`src/rtl/puw_regs.svh`:
```
// Register offsets, field positions, reset values and timing figures of the
// upstream window and preemption register bank.
// Assumes inclusion by bare name from the package and the design modules.
`ifndef PUW_REGS_SVH
`define PUW_REGS_SVH

// Byte offsets of the registers on the register bus.
`define PUW_OFF_UP_CTRL      8'h48
`define PUW_OFF_PREEMPT      8'h4C
`define PUW_OFF_WINDOW       8'h50
`define PUW_OFF_BASE_HIGH    8'h54
`define PUW_OFF_LIMIT_HIGH   8'h58

// Field positions.
`define PUW_PRE_HI           31
`define PUW_PRE_LO           28
`define PUW_PRE_OFF_BIT      31
`define PUW_ENA_BIT          16
`define PUW_BASE_HI          15
`define PUW_BASE_LO          4
`define PUW_BCAP_HI          3
`define PUW_BCAP_LO          0
`define PUW_LCAP_HI          19
`define PUW_LCAP_LO          16
`define PUW_LIMIT_HI         31
`define PUW_LIMIT_LO         20

// Reset and fixed values.
`define PUW_RST_PREEMPT      4'h0
`define PUW_RST_ENA          1'h0
`define PUW_RST_BASE         12'h000
`define PUW_RST_LIMIT        12'h000
`define PUW_RST_HIGH         32'h0000_0000
`define PUW_CAP_64BIT        4'h1

// Fill of the address bits below the 1 MB granule of base and limit.
`define PUW_GRAN_ZERO        20'h0_0000
`define PUW_GRAN_ONES        20'hF_FFFF

// Longest preemption delay in clock cycles.
`define PUW_MAX_DELAY        64

`endif

```
`src/rtl/puw_pkg.sv`:
```
// Types shared by the upstream window and preemption register bank.
// Assumes the register header is on the include path.
`include "puw_regs.svh"

package puw_pkg;

  // Four-bit preemption code as software writes it.
  typedef logic [3:0] puw_code_type;

  // Register selected by a bus address.
  typedef enum logic [2:0] {
    PUW_SEL_NONE,
    PUW_SEL_CTRL,
    PUW_SEL_PREEMPT,
    PUW_SEL_WINDOW,
    PUW_SEL_BASE_HIGH,
    PUW_SEL_LIMIT_HIGH
  } puw_sel_type;

endpackage

```
`src/rtl/puw_preempt_timer.sv`:
```
// Preemption timer: counts clocks from secondary FRAME assertion and
// tells the arbiter when the current owner may be preempted.
// Assumes frame_n comes straight from the pin and the code from a register.
`timescale 1ns/1ps
`include "puw_regs.svh"

module puw_preempt_timer #(
  parameter int CNT_W = 7                 // Counter width, must hold the longest delay.
) (
  input  wire logic                  hclk,
  input  wire logic                  hresetn,
  input  wire logic                  frame_n,
  input  wire puw_pkg::puw_code_type code,
  output logic                       preempt_allow
);
  import puw_pkg::*;

  logic             frame_meta_reg;       // First synchroniser stage.
  logic             frame_sync_reg;       // Second stage, active low FRAME.
  logic             frame_act;            // FRAME seen asserted.
  logic [CNT_W-1:0] cnt_reg;              // Cycles since FRAME asserted.
  logic [CNT_W-1:0] delay;                // Cycles the code asks for.

  // Refuse a counter too narrow to reach the longest delay.
  if ((1 << CNT_W) <= `PUW_MAX_DELAY) begin : g_chk
    $error("CNT_W too small for the longest preemption delay.");
  end

  // Delay of a code: 0, 1, then doubling from 2 up to the longest.
  function automatic logic [CNT_W-1:0] delay_of(input puw_code_type c);
    logic [CNT_W-1:0] d;
    d = '0;
    if (c[2:0] != 3'h0) begin
      d = CNT_W'(1) << (c[2:0] - 3'h1);
    end
    return d;
  endfunction

  // FRAME is a pin, so it passes two flops before anything reads it.
  always_ff @(posedge hclk or negedge hresetn) begin
    if (!hresetn) begin
      frame_meta_reg <= 1'b1;
      frame_sync_reg <= 1'b1;
    end else begin
      frame_meta_reg <= frame_n;
      frame_sync_reg <= frame_meta_reg;
    end
  end

  assign frame_act = ~frame_sync_reg;
  assign delay     = delay_of(code);

  // Count from the first cycle FRAME is seen; saturate so long bursts hold.
  always_ff @(posedge hclk or negedge hresetn) begin
    if (!hresetn) begin
      cnt_reg <= '0;
    end else if (!frame_act) begin
      cnt_reg <= '0;
    end else if (cnt_reg != {CNT_W{1'b1}}) begin
      cnt_reg <= cnt_reg + CNT_W'(1);
    end
  end

  // Code 0 allows at once, others after their delay; top bit set never allows.
  assign preempt_allow = frame_act && !code[3] && (cnt_reg >= delay);
endmodule

```
`src/rtl/puw_window_regs.sv`:
```
// Upstream window and secondary arbiter preemption registers behind an
// AHB-Lite slave, with the preemption timer and the upstream window check.
// Assumes one AHB-Lite master, word transfers, and FRAME from the secondary pin.
`timescale 1ns/1ps
`include "puw_regs.svh"

module puw_window_regs #(
  parameter int CNT_W = 7                    // Width of the preemption counter.
) (
  input  wire logic        hclk,
  input  wire logic        hresetn,
  input  wire logic        hsel,
  input  wire logic [31:0] haddr,
  input  wire logic [1:0]  htrans,
  input  wire logic        hwrite,
  input  wire logic [2:0]  hsize,
  input  wire logic [31:0] hwdata,
  input  wire logic        hready,
  output logic             hreadyout,
  output logic             hresp,
  output logic [31:0]      hrdata,
  input  wire logic        frame_n,
  output logic             preempt_allow,
  input  wire logic        sec_mem_req,
  input  wire logic [63:0] sec_mem_addr,
  input  wire logic        down_window_hit,
  output logic             up_fwd_valid,
  output logic             up_fwd
);
  import puw_pkg::*;

  // Software state.
  puw_code_type preempt_reg;                 // Preemption code.
  puw_code_type preempt_next;
  logic         ena_reg;                     // Window confinement enable.
  logic         ena_next;
  logic [11:0]  base_reg;                    // Base address bits 31:20.
  logic [11:0]  base_next;
  logic [11:0]  limit_reg;                   // Limit address bits 31:20.
  logic [11:0]  limit_next;
  logic [31:0]  base_high_reg;               // Base address bits 63:32.
  logic [31:0]  base_high_next;
  logic [31:0]  limit_high_reg;              // Limit address bits 63:32.
  logic [31:0]  limit_high_next;

  // Bus pipeline state.
  logic         addr_take;                   // An address phase is accepted.
  logic         wr_phase_reg;                // A write data phase is in progress.
  logic         wr_ok_reg;                   // That write is a whole word.
  puw_sel_type  wsel_reg;                    // Register written in the data phase.
  puw_sel_type  rsel;                        // Register read in the address phase.
  logic [31:0]  rdata_reg;                   // Read data for the next data phase.
  logic [31:0]  rdata_next;

  // Window check.
  logic [63:0]  win_lo;                      // Lowest address in the window.
  logic [63:0]  win_hi;                      // Highest address in the window.
  logic         in_window;                   // Address falls inside the window.
  logic         fwd_reg;                     // Forwarding decision.
  logic         fwd_valid_reg;               // Decision is fresh this cycle.

  // Map a byte address onto a register; other offsets select nothing.
  function automatic puw_sel_type sel_of(input logic [31:0] a);
    puw_sel_type s;
    s = PUW_SEL_NONE;
    if (a[1:0] == 2'h0) begin
      case (a[7:0])
        `PUW_OFF_UP_CTRL:    s = PUW_SEL_CTRL;
        `PUW_OFF_PREEMPT:    s = PUW_SEL_PREEMPT;
        `PUW_OFF_WINDOW:     s = PUW_SEL_WINDOW;
        `PUW_OFF_BASE_HIGH:  s = PUW_SEL_BASE_HIGH;
        `PUW_OFF_LIMIT_HIGH: s = PUW_SEL_LIMIT_HIGH;
        default:             s = PUW_SEL_NONE;
      endcase
    end
    return s;
  endfunction

  // The slave never stretches a transfer and never reports an error.
  assign hreadyout = 1'b1;
  assign hresp     = 1'b0;
  assign hrdata    = rdata_reg;

  // An address phase counts only when the bus is ready and the transfer is NONSEQ or SEQ.
  assign addr_take = hsel && hready && htrans[1];
  assign rsel      = sel_of(haddr);

  // Remember a write address phase so that its data can land next cycle.
  always_ff @(posedge hclk or negedge hresetn) begin
    if (!hresetn) begin
      wr_phase_reg <= 1'b0;
      wr_ok_reg    <= 1'b0;
      wsel_reg     <= PUW_SEL_NONE;
    end else if (hready) begin
      wr_phase_reg <= addr_take && hwrite;
      wr_ok_reg    <= hsize == 3'h2;
      wsel_reg     <= sel_of(haddr);
    end
  end

  // Next values of every writable field; read-only nibbles have no storage,
  // so a write simply cannot reach them.
  always_comb begin
    preempt_next    = preempt_reg;
    ena_next        = ena_reg;
    base_next       = base_reg;
    limit_next      = limit_reg;
    base_high_next  = base_high_reg;
    limit_high_next = limit_high_reg;
    if (wr_phase_reg && wr_ok_reg) begin
      case (wsel_reg)
        PUW_SEL_CTRL: begin
          ena_next = hwdata[`PUW_ENA_BIT];
        end
        PUW_SEL_PREEMPT: begin
          preempt_next = hwdata[`PUW_PRE_HI:`PUW_PRE_LO];
        end
        PUW_SEL_WINDOW: begin
          base_next  = hwdata[`PUW_BASE_HI:`PUW_BASE_LO];
          limit_next = hwdata[`PUW_LIMIT_HI:`PUW_LIMIT_LO];
        end
        PUW_SEL_BASE_HIGH: begin
          base_high_next = hwdata;
        end
        PUW_SEL_LIMIT_HIGH: begin
          limit_high_next = hwdata;
        end
        default: begin
          preempt_next = preempt_reg;
        end
      endcase
    end
  end

  // Preemption code register.
  always_ff @(posedge hclk or negedge hresetn) begin
    if (!hresetn) begin
      preempt_reg <= `PUW_RST_PREEMPT;
    end else begin
      preempt_reg <= preempt_next;
    end
  end

  // Window confinement enable.
  always_ff @(posedge hclk or negedge hresetn) begin
    if (!hresetn) begin
      ena_reg <= `PUW_RST_ENA;
    end else begin
      ena_reg <= ena_next;
    end
  end

  // Base and limit granule fields, both in the word at the window offset.
  always_ff @(posedge hclk or negedge hresetn) begin
    if (!hresetn) begin
      base_reg  <= `PUW_RST_BASE;
      limit_reg <= `PUW_RST_LIMIT;
    end else begin
      base_reg  <= base_next;
      limit_reg <= limit_next;
    end
  end

  // Upper address words of base and limit.
  always_ff @(posedge hclk or negedge hresetn) begin
    if (!hresetn) begin
      base_high_reg  <= `PUW_RST_HIGH;
      limit_high_reg <= `PUW_RST_HIGH;
    end else begin
      base_high_reg  <= base_high_next;
      limit_high_reg <= limit_high_next;
    end
  end

  // Read data is built from the next values, so a read right behind a write
  // to the same register already sees the new contents without a wait state.
  always_comb begin
    rdata_next = 32'h0000_0000;
    case (rsel)
      PUW_SEL_CTRL: begin
        rdata_next[`PUW_ENA_BIT] = ena_next;
      end
      PUW_SEL_PREEMPT: begin
        rdata_next[`PUW_PRE_HI:`PUW_PRE_LO] = preempt_next;
      end
      PUW_SEL_WINDOW: begin
        rdata_next[`PUW_BCAP_HI:`PUW_BCAP_LO]   = `PUW_CAP_64BIT;
        rdata_next[`PUW_BASE_HI:`PUW_BASE_LO]   = base_next;
        rdata_next[`PUW_LCAP_HI:`PUW_LCAP_LO]   = `PUW_CAP_64BIT;
        rdata_next[`PUW_LIMIT_HI:`PUW_LIMIT_LO] = limit_next;
      end
      PUW_SEL_BASE_HIGH: begin
        rdata_next = base_high_next;
      end
      PUW_SEL_LIMIT_HIGH: begin
        rdata_next = limit_high_next;
      end
      default: begin
        rdata_next = 32'h0000_0000;
      end
    endcase
  end

  // Capture read data at the end of a read address phase; it then stands
  // through the data phase and until the next read is taken.
  always_ff @(posedge hclk or negedge hresetn) begin
    if (!hresetn) begin
      rdata_reg <= 32'h0000_0000;
    end else if (addr_take && !hwrite) begin
      rdata_reg <= rdata_next;
    end
  end

  // Preemption timing lives in its own module next to the FRAME synchroniser.
  puw_preempt_timer #(
    .CNT_W         (CNT_W)
  ) u_timer (
    .hclk          (hclk),
    .hresetn       (hresetn),
    .frame_n       (frame_n),
    .code          (preempt_reg),
    .preempt_allow (preempt_allow)
  );

  // Window bounds: base starts on a 1 MB granule, limit ends on one.
  assign win_lo    = {base_high_reg, base_reg, `PUW_GRAN_ZERO};
  assign win_hi    = {limit_high_reg, limit_reg, `PUW_GRAN_ONES};
  assign in_window = (sec_mem_addr >= win_lo) && (sec_mem_addr <= win_hi);

  // Decide upstream forwarding one cycle after each request. With the enable
  // low the window registers are ignored and only the downstream hit counts.
  always_ff @(posedge hclk or negedge hresetn) begin
    if (!hresetn) begin
      fwd_reg       <= 1'b0;
      fwd_valid_reg <= 1'b0;
    end else begin
      fwd_valid_reg <= sec_mem_req;
      if (sec_mem_req) begin
        if (ena_reg) begin
          fwd_reg <= in_window;
        end else begin
          fwd_reg <= !down_window_hit;
        end
      end
    end
  end

  assign up_fwd_valid = fwd_valid_reg;
  assign up_fwd       = fwd_reg;
endmodule

```
`config.mk`:
```
export PLATFORM = sky130hd
export DESIGN_NAME = puw_window_regs
export DESIGN_NICKNAME = d
export VERILOG_FILES = /design/src/rtl/puw_pkg.sv /design/src/rtl/puw_preempt_timer.sv /design/src/rtl/puw_window_regs.sv
export VERILOG_INCLUDE_DIRS = /design/src /design/src/rtl
export SDC_FILE = /design/constraint.sdc
export NUM_CORES = 1
export LEC_CHECK = 0
export ABC_AREA = 0
export CAP_MARGIN = 25
export CORE_MARGIN = 2
export CORE_UTILIZATION = 60
export CTS_CLUSTER_DIAMETER = 120
export DETAILED_ROUTE_END_ITERATION = 8
export DONT_BUFFER_PORTS = 1
export PLACE_DENSITY = 0.76
export SLEW_MARGIN = 20
export SYNTH_ARGS = -nofsm -noshare
export SYNTH_HDL_FRONTEND = slang
export SYNTH_HIERARCHICAL = 1
export SYNTH_SLANG_ARGS = --single-unit
export TNS_END_PERCENT = 1
```
`constraint.sdc`:
```
create_clock -name hclk -period 3 [get_ports hclk]
set_clock_uncertainty 0.1 [all_clocks]
set_input_delay 0.6 -clock hclk [delete_from_list [all_inputs] [get_ports hclk]]
set_output_delay 0.6 -clock hclk [all_outputs]
set_load 0.05 [all_outputs]
```
# --- Word-level counts from Yosys, hierarchy flattened ---
# Index checks and enable logic that the tools add are counted.
word_totals:
  output_inout_bits: 37
  elab_cells: 75
  ramBits: 0
  ff_bits: 141
  memories: 0
  latch_bits: 0
  rom_bits: 0
op_classes:
  n_eq_ne: 17
  mux: 22
  div: 0
  bitwise_logic: 1
  n_addsub: 2
  magnitude_cmp: 3
  mul: 0
  shifts: 1
  n_reduce_logical: 14
op_table:
  columns: ["operator", "n"]
  rows:
  - ["2-to-1 mux 32 bit", 4]
  - ["greater-or-equal comparator 64 bit", 1]
  - ["<= comparator 64 bit", 1]
  - ["2-to-1 mux 12 bit", 4]
  - ["case mux 16 bit (3 select lines)", 1]
  - ["== test 8 x 7 -> 1 bit (second input constant)", 5]
  - ["case mux 11 bit (3 select lines)", 1]
  - ["2-to-1 mux 7 bit", 3]
  - ["case mux 4 bit (4 select lines)", 1]
  - ["== test 3 x 2 -> 1 bit (second input constant)", 5]
  - ["case mux 3 bit (5 select lines)", 1]
  - ["== test 3 bit (second input constant)", 4]
  - ["logical AND 1 bit", 8]
  - ["2-to-1 mux 4 bit", 2]
  - ["adder 7 x 1 -> 7 bit (second input constant)", 1]
  - ["greater-or-equal comparator 7 bit", 1]
  - ["inequality test 7 bit (second input constant)", 1]
  - ["left shift 1 x 3 -> 7 bit (first input constant)", 1]
  - ["== test 3 x 1 -> 1 bit (second input constant)", 2]
  - ["case mux 1 bit (4 select lines)", 1]
  - ["zero test 1 bit", 3]
  - ["2-to-1 mux 1 bit", 3]
  - ["2-to-1 mux 3 bit", 1]
  - ["nonzero test 3 bit", 1]
  - ["4 further kinds", 4]

# --- Longest topological paths before layout ---
logic_depth:
  ltp_word: 5
  depth_mapped: 9

# --- Modules after synthesis ---
# Netlist, hierarchy kept.
modules_own_cells:
  columns: ["module", "area_each_um2", "n_inst", "cells_each"]
  rows:
  - ["puw_window_regs", 7862.5, 1, 777]
  - ["puw_preempt_timer", 618.1, 1, 59]

# --- Least setup slack after synthesis ---
# Ideal clock, no wire load.
synth_timing:
  kind: "register -> output"
  from: "register preempt_reg[0]"
  to: "output port preempt_allow"
  setup_slack_ps: 333
  arrival_time_ps: 1967
  path_stages_with_launch: 6
  cell_sequence: "dfrtp_1 -> or3b_2 -> ha_1 -> a2111oi_4 -> o21bai_1 -> a41o_1"
synth_between:
  elab_chain_cells: 5
synth_rtl:
  columns: ["element", "line_no", "rtl"]
  rows:
  - ["start: declaration", "puw_window_regs.sv:33", "puw_code_type preempt_reg;"]
  - ["start signal: assignment", "puw_window_regs.sv:138", "preempt_reg <= `PUW_RST_PREEMPT;"]
  - ["start signal: assignment", "puw_window_regs.sv:140", "preempt_reg <= preempt_next;"]
  - ["subtractor 3 x 1 -> 3 bit", "puw_preempt_timer.sv:34", "d = CNT_W'(1) << (c[2:0] - 3'h1);"]
  - ["left shift 1 x 3 -> 7 bit", "puw_preempt_timer.sv:34", null]
  - ["2-to-1 mux 7 bit *", "puw_preempt_timer.sv:33", "if (c[2:0] != 3'h0) begin"]
  - ["greater-or-equal comparator 7 bit *", "puw_preempt_timer.sv:65", "assign preempt_allow = frame_act && !code[3] && (cnt_reg >= delay);"]
  - ["logical AND 1 bit *", "puw_preempt_timer.sv:65", null]
  - ["end: declaration", "puw_window_regs.sv:23", "output logic preempt_allow,"]
# Every way passes the cells marked *; elsewhere a longest branch is shown, timed or not.

# --- Worst setup path in the final report ---
layout_timing:
  from: "register preempt_reg[2]"
  to: "output port preempt_allow"
# The elaborated chain is that of the path after synthesis.

==> metrics.csv <==
stage,metric,value,unit
status,status,"complete, but fails checks",
placed_design,place_congestion,0.907,
worst_setup_path,critPathLaunchType,register,
power,powerDensity,490,nW/um^2
yosys,ys_types,59,
drt,totalWireLength,22700,um
layout,area_growth,10.2,%
layout,final_nets,1080,
timing,rsz0062_at_grt,true,
worst_setup_path,slowest_stage,dfrtp_2,
drt,route.met3.wl,1830,um
drt,wl_per_cell,21.9,um
yosys,ys_seq_area_share,41.6,%
global_route,grt_pass1_wl,35000,um
placed_design,place_inst,1000,
global_route,track_usage,31.2,%
drt,top_layer_used,met4,
clock_tree,cts_tree,yes,
timing,finalCritPeriodShare,99.5,%
yosys,syn_inst,836,
timing,setup_tns,0,ps
worst_setup_path,path_cells,nor3b_2 -> ha_1 -> nand2b_4 -> a2111oi_4 -> o21bai_1 -> a41o_4,
die,coreArea,13800,sq um
yosys,synth.area.top_cells,"dfrtp_1 (41%), ha_1 (14%), mux2_2 (9.2%)",
yosys,yosysTopAreaCellShare,41.0,%
die,initial_core_util,61.3,%
die,dieArea,15100,sq um
timing,maxSlewViolCount,0,
clock_tree,h-tree-depth,4,
timing,period_minus_slack,2980,ps
die,rows,43,
yosys,synth_edf_count,0,
clock_tree,clock_sinks,141,
timing,hold_slack,-240,ps
yosys,netlist_area,8480,sq um
worst_setup_path,path_depth,6,
global_route,grt_max_degree,142,
clock_tree,clkTransAtPathRegs,60,ps
timing,timing.slew.headroom,53.4,%
power,p_leak,4.52,nW
worst_setup_path,regToRegEndpoint,hrdata[0],
worst_setup_path,cp_num_buf_inv,0,
drt,m1WireLength,8640,um
power,vdd_drop_max,0.422,mV
drt,wl_met2,11300,um
die,die-height,123,um
min_path,hold_class,in2async,
drt,num_vias,6568,
placed_design,placement.io_buffers,0,
global_route,antenna_found_initial,0,
yosys,syn_nets,1073,
yosys,avgSynthCellArea,10.1,sq um
global_route,grt_pass1_vias,6872,
job,maxCapViolations,0,
power,totalPowerFinal,4.58,mW
layout,diodes,0,
timing,hold_viol,141,
timing,fmax,335,MHz
layout,drive_gt1_share,16.6,%
layout,fin_util,67.6,%
timing,worst_slew_pin_slew,689,ps
clock_tree,clk-insertion-delay-late,430,ps
clock_tree,root_buffer,clkbuf_16,
worst_setup_path,slowest_delay,430,ps
drt,first_iter_violations,395,
worst_setup_path,crit-reg2reg-launch,wsel_reg[1],
yosys,ys_async_sr_fraction,100,%
yosys,synthFlopType,dfrtp_1,
status,violations,hold timing,
worst_setup_path,rrSetupSlack,380,ps
worst_setup_path,arrival,2280,ps
worst_setup_path,cp_top_family,compound AO/OA/AOI/OAI gates,
die,io_pins,178,
worst_setup_path,worstSetupPathType,reg2out,
layout,stdcell_count,1036,
clock_tree,cts_buffers,17,
layout,fillCellCount,1045,
yosys,yosys_register_bits,141,
yosys,yosys.area.top_type,dfrtp_1,
placed_design,hpwl,16700,um
worst_setup_path,cp.required,2300,ps
clock_tree,clockBufferDepth,2,
drt,first_pass_iters,5,
drt,drcViolationCount,0,
drt,ant_nets,0,
yosys,ys_warn_count,6,
worst_setup_path,critPathCaptureType,primary output,
global_route,grt-ovfl-total,0,
worst_setup_path,cp_max_fo,5,
drt,vias_per_cell,6.34,
timing,setup_viol,0,
die,die_w,123,um
worst_setup_path,reg2regPathDepth,8,
[worst register-to-register path: stages, from the launching register on]
cell and delay, ps:
dfrtp_1 460, and2b_1 230, nand2b_1 480, buf_4 340, mux2_2 370, nand2b_1 150
o211a_1 170, o21ai_0 160, nand2_1 70
[timing repair]
item	CTS	global route
gates resized for setup	6	3
pin swaps	2	3
endpoints found under the setup margin	1	1
hold endpoints to repair	141	141
buffers inserted	4	0
[cell usage after synthesis (6+ instances only)]
cell      number
dfrtp_1      139
inv_1         98
ha_1          96
nand2_1       87
mux2_2        69
o21ai_0       63
a21oi_1       36
mux2i_1       25
a22o_1        22
nand4_1       20
nor2_1        20
a21o_1        17
nand3_1       16
clkbuf_1      15
a211oi_1       9
o21ai_1        8
buf_2          7
nor3_1         6
nor4_1         6
[how the worst max path moves through the flow]
| stage | startpoint | slack [ps] | endpoint |
|---|---|---|---|
| after floorplan | preempt_reg[0] | 330 | preempt_allow |
| after global placement | preempt_reg[0] | 260 | preempt_allow |
| after detailed placement | preempt_reg[0] | 240 | preempt_allow |
| after CTS | preempt_reg[0] | 30 | preempt_allow |
| after global routing | preempt_reg[2] | -60 | preempt_allow |
| final | preempt_reg[2] | 20 | preempt_allow |
[logic make-up (layout without fill, tap and decap cells)]
group | count (synthesis) | count (layout) | synth area share [%]
muxes | 97 | 97 | 12.6
DFF | 141 | 141 | 41.6
buffers and inverters | 128 | 148 | 6.17
xor gates and xnor gates | 2 | 2 | 0.207
adders and majority gates | 96 | 96 | 14.2
AOI/OAI and AO/OA | 181 | 181 | 13.8
other | 2 | 2 | 0.0886
and+or+nand+nor | 189 | 189 | 11.3
[routing by layer]
layer,up-vias,GRT usage (%)
met5,-,0
met4,0,15.9
met3,74,8.86
met2,249,52.6
met1,3255,36.2
li1,2990,-
[where the power goes]
group          internal, mW  switching, mW  total [mW]
registers              1.96         0.0514        2.02
clock network          1.30          0.832        2.14
logic                 0.206          0.224       0.430
total                  3.47           1.11        4.58
[cells in the final DEF, fill, tap and decap left out, types with 4 or more instances in the layout]
cell type	n
ha_1	94
a222oi_1	4
o21ai_1	8
nand4_1	20
inv_1	98
nand2_1	87
nor3_1	6
nand3b_1	4
a22o_1	22
mux2_2	69
nand3_1	16
clkbuf_16	17
o21ai_0	63
a21oi_1	36
dfrtp_1	137
mux2i_1	25
nor2_1	20
buf_4	18
nor4_1	6
clkinvlp_4	5
a21o_1	17
a211oi_1	8
[final cells by class]
cell class / count / area (sq um) / share of cell area (%)
multi-input cells: 567 / 4480 / 48.0
flip-flops and latches: 141 / 3530 / 37.8
clock buffers: 18 / 429 / 4.59
inverters: 98 / 368 / 3.94
well taps: 180 / 225 / 2.41
clock inverters: 14 / 169 / 1.81
repair buffers: 18 / 135 / 1.45
[metrics by stage]
stage	area, sq um	setup WS (ps)
finish	9340	16.0
global route	9340	-64.1
CTS	9340	29.2
detailed placement	8670	239
global placement	8670	256
floorplan	8480	333
Power figures use the tool's default switching activity.
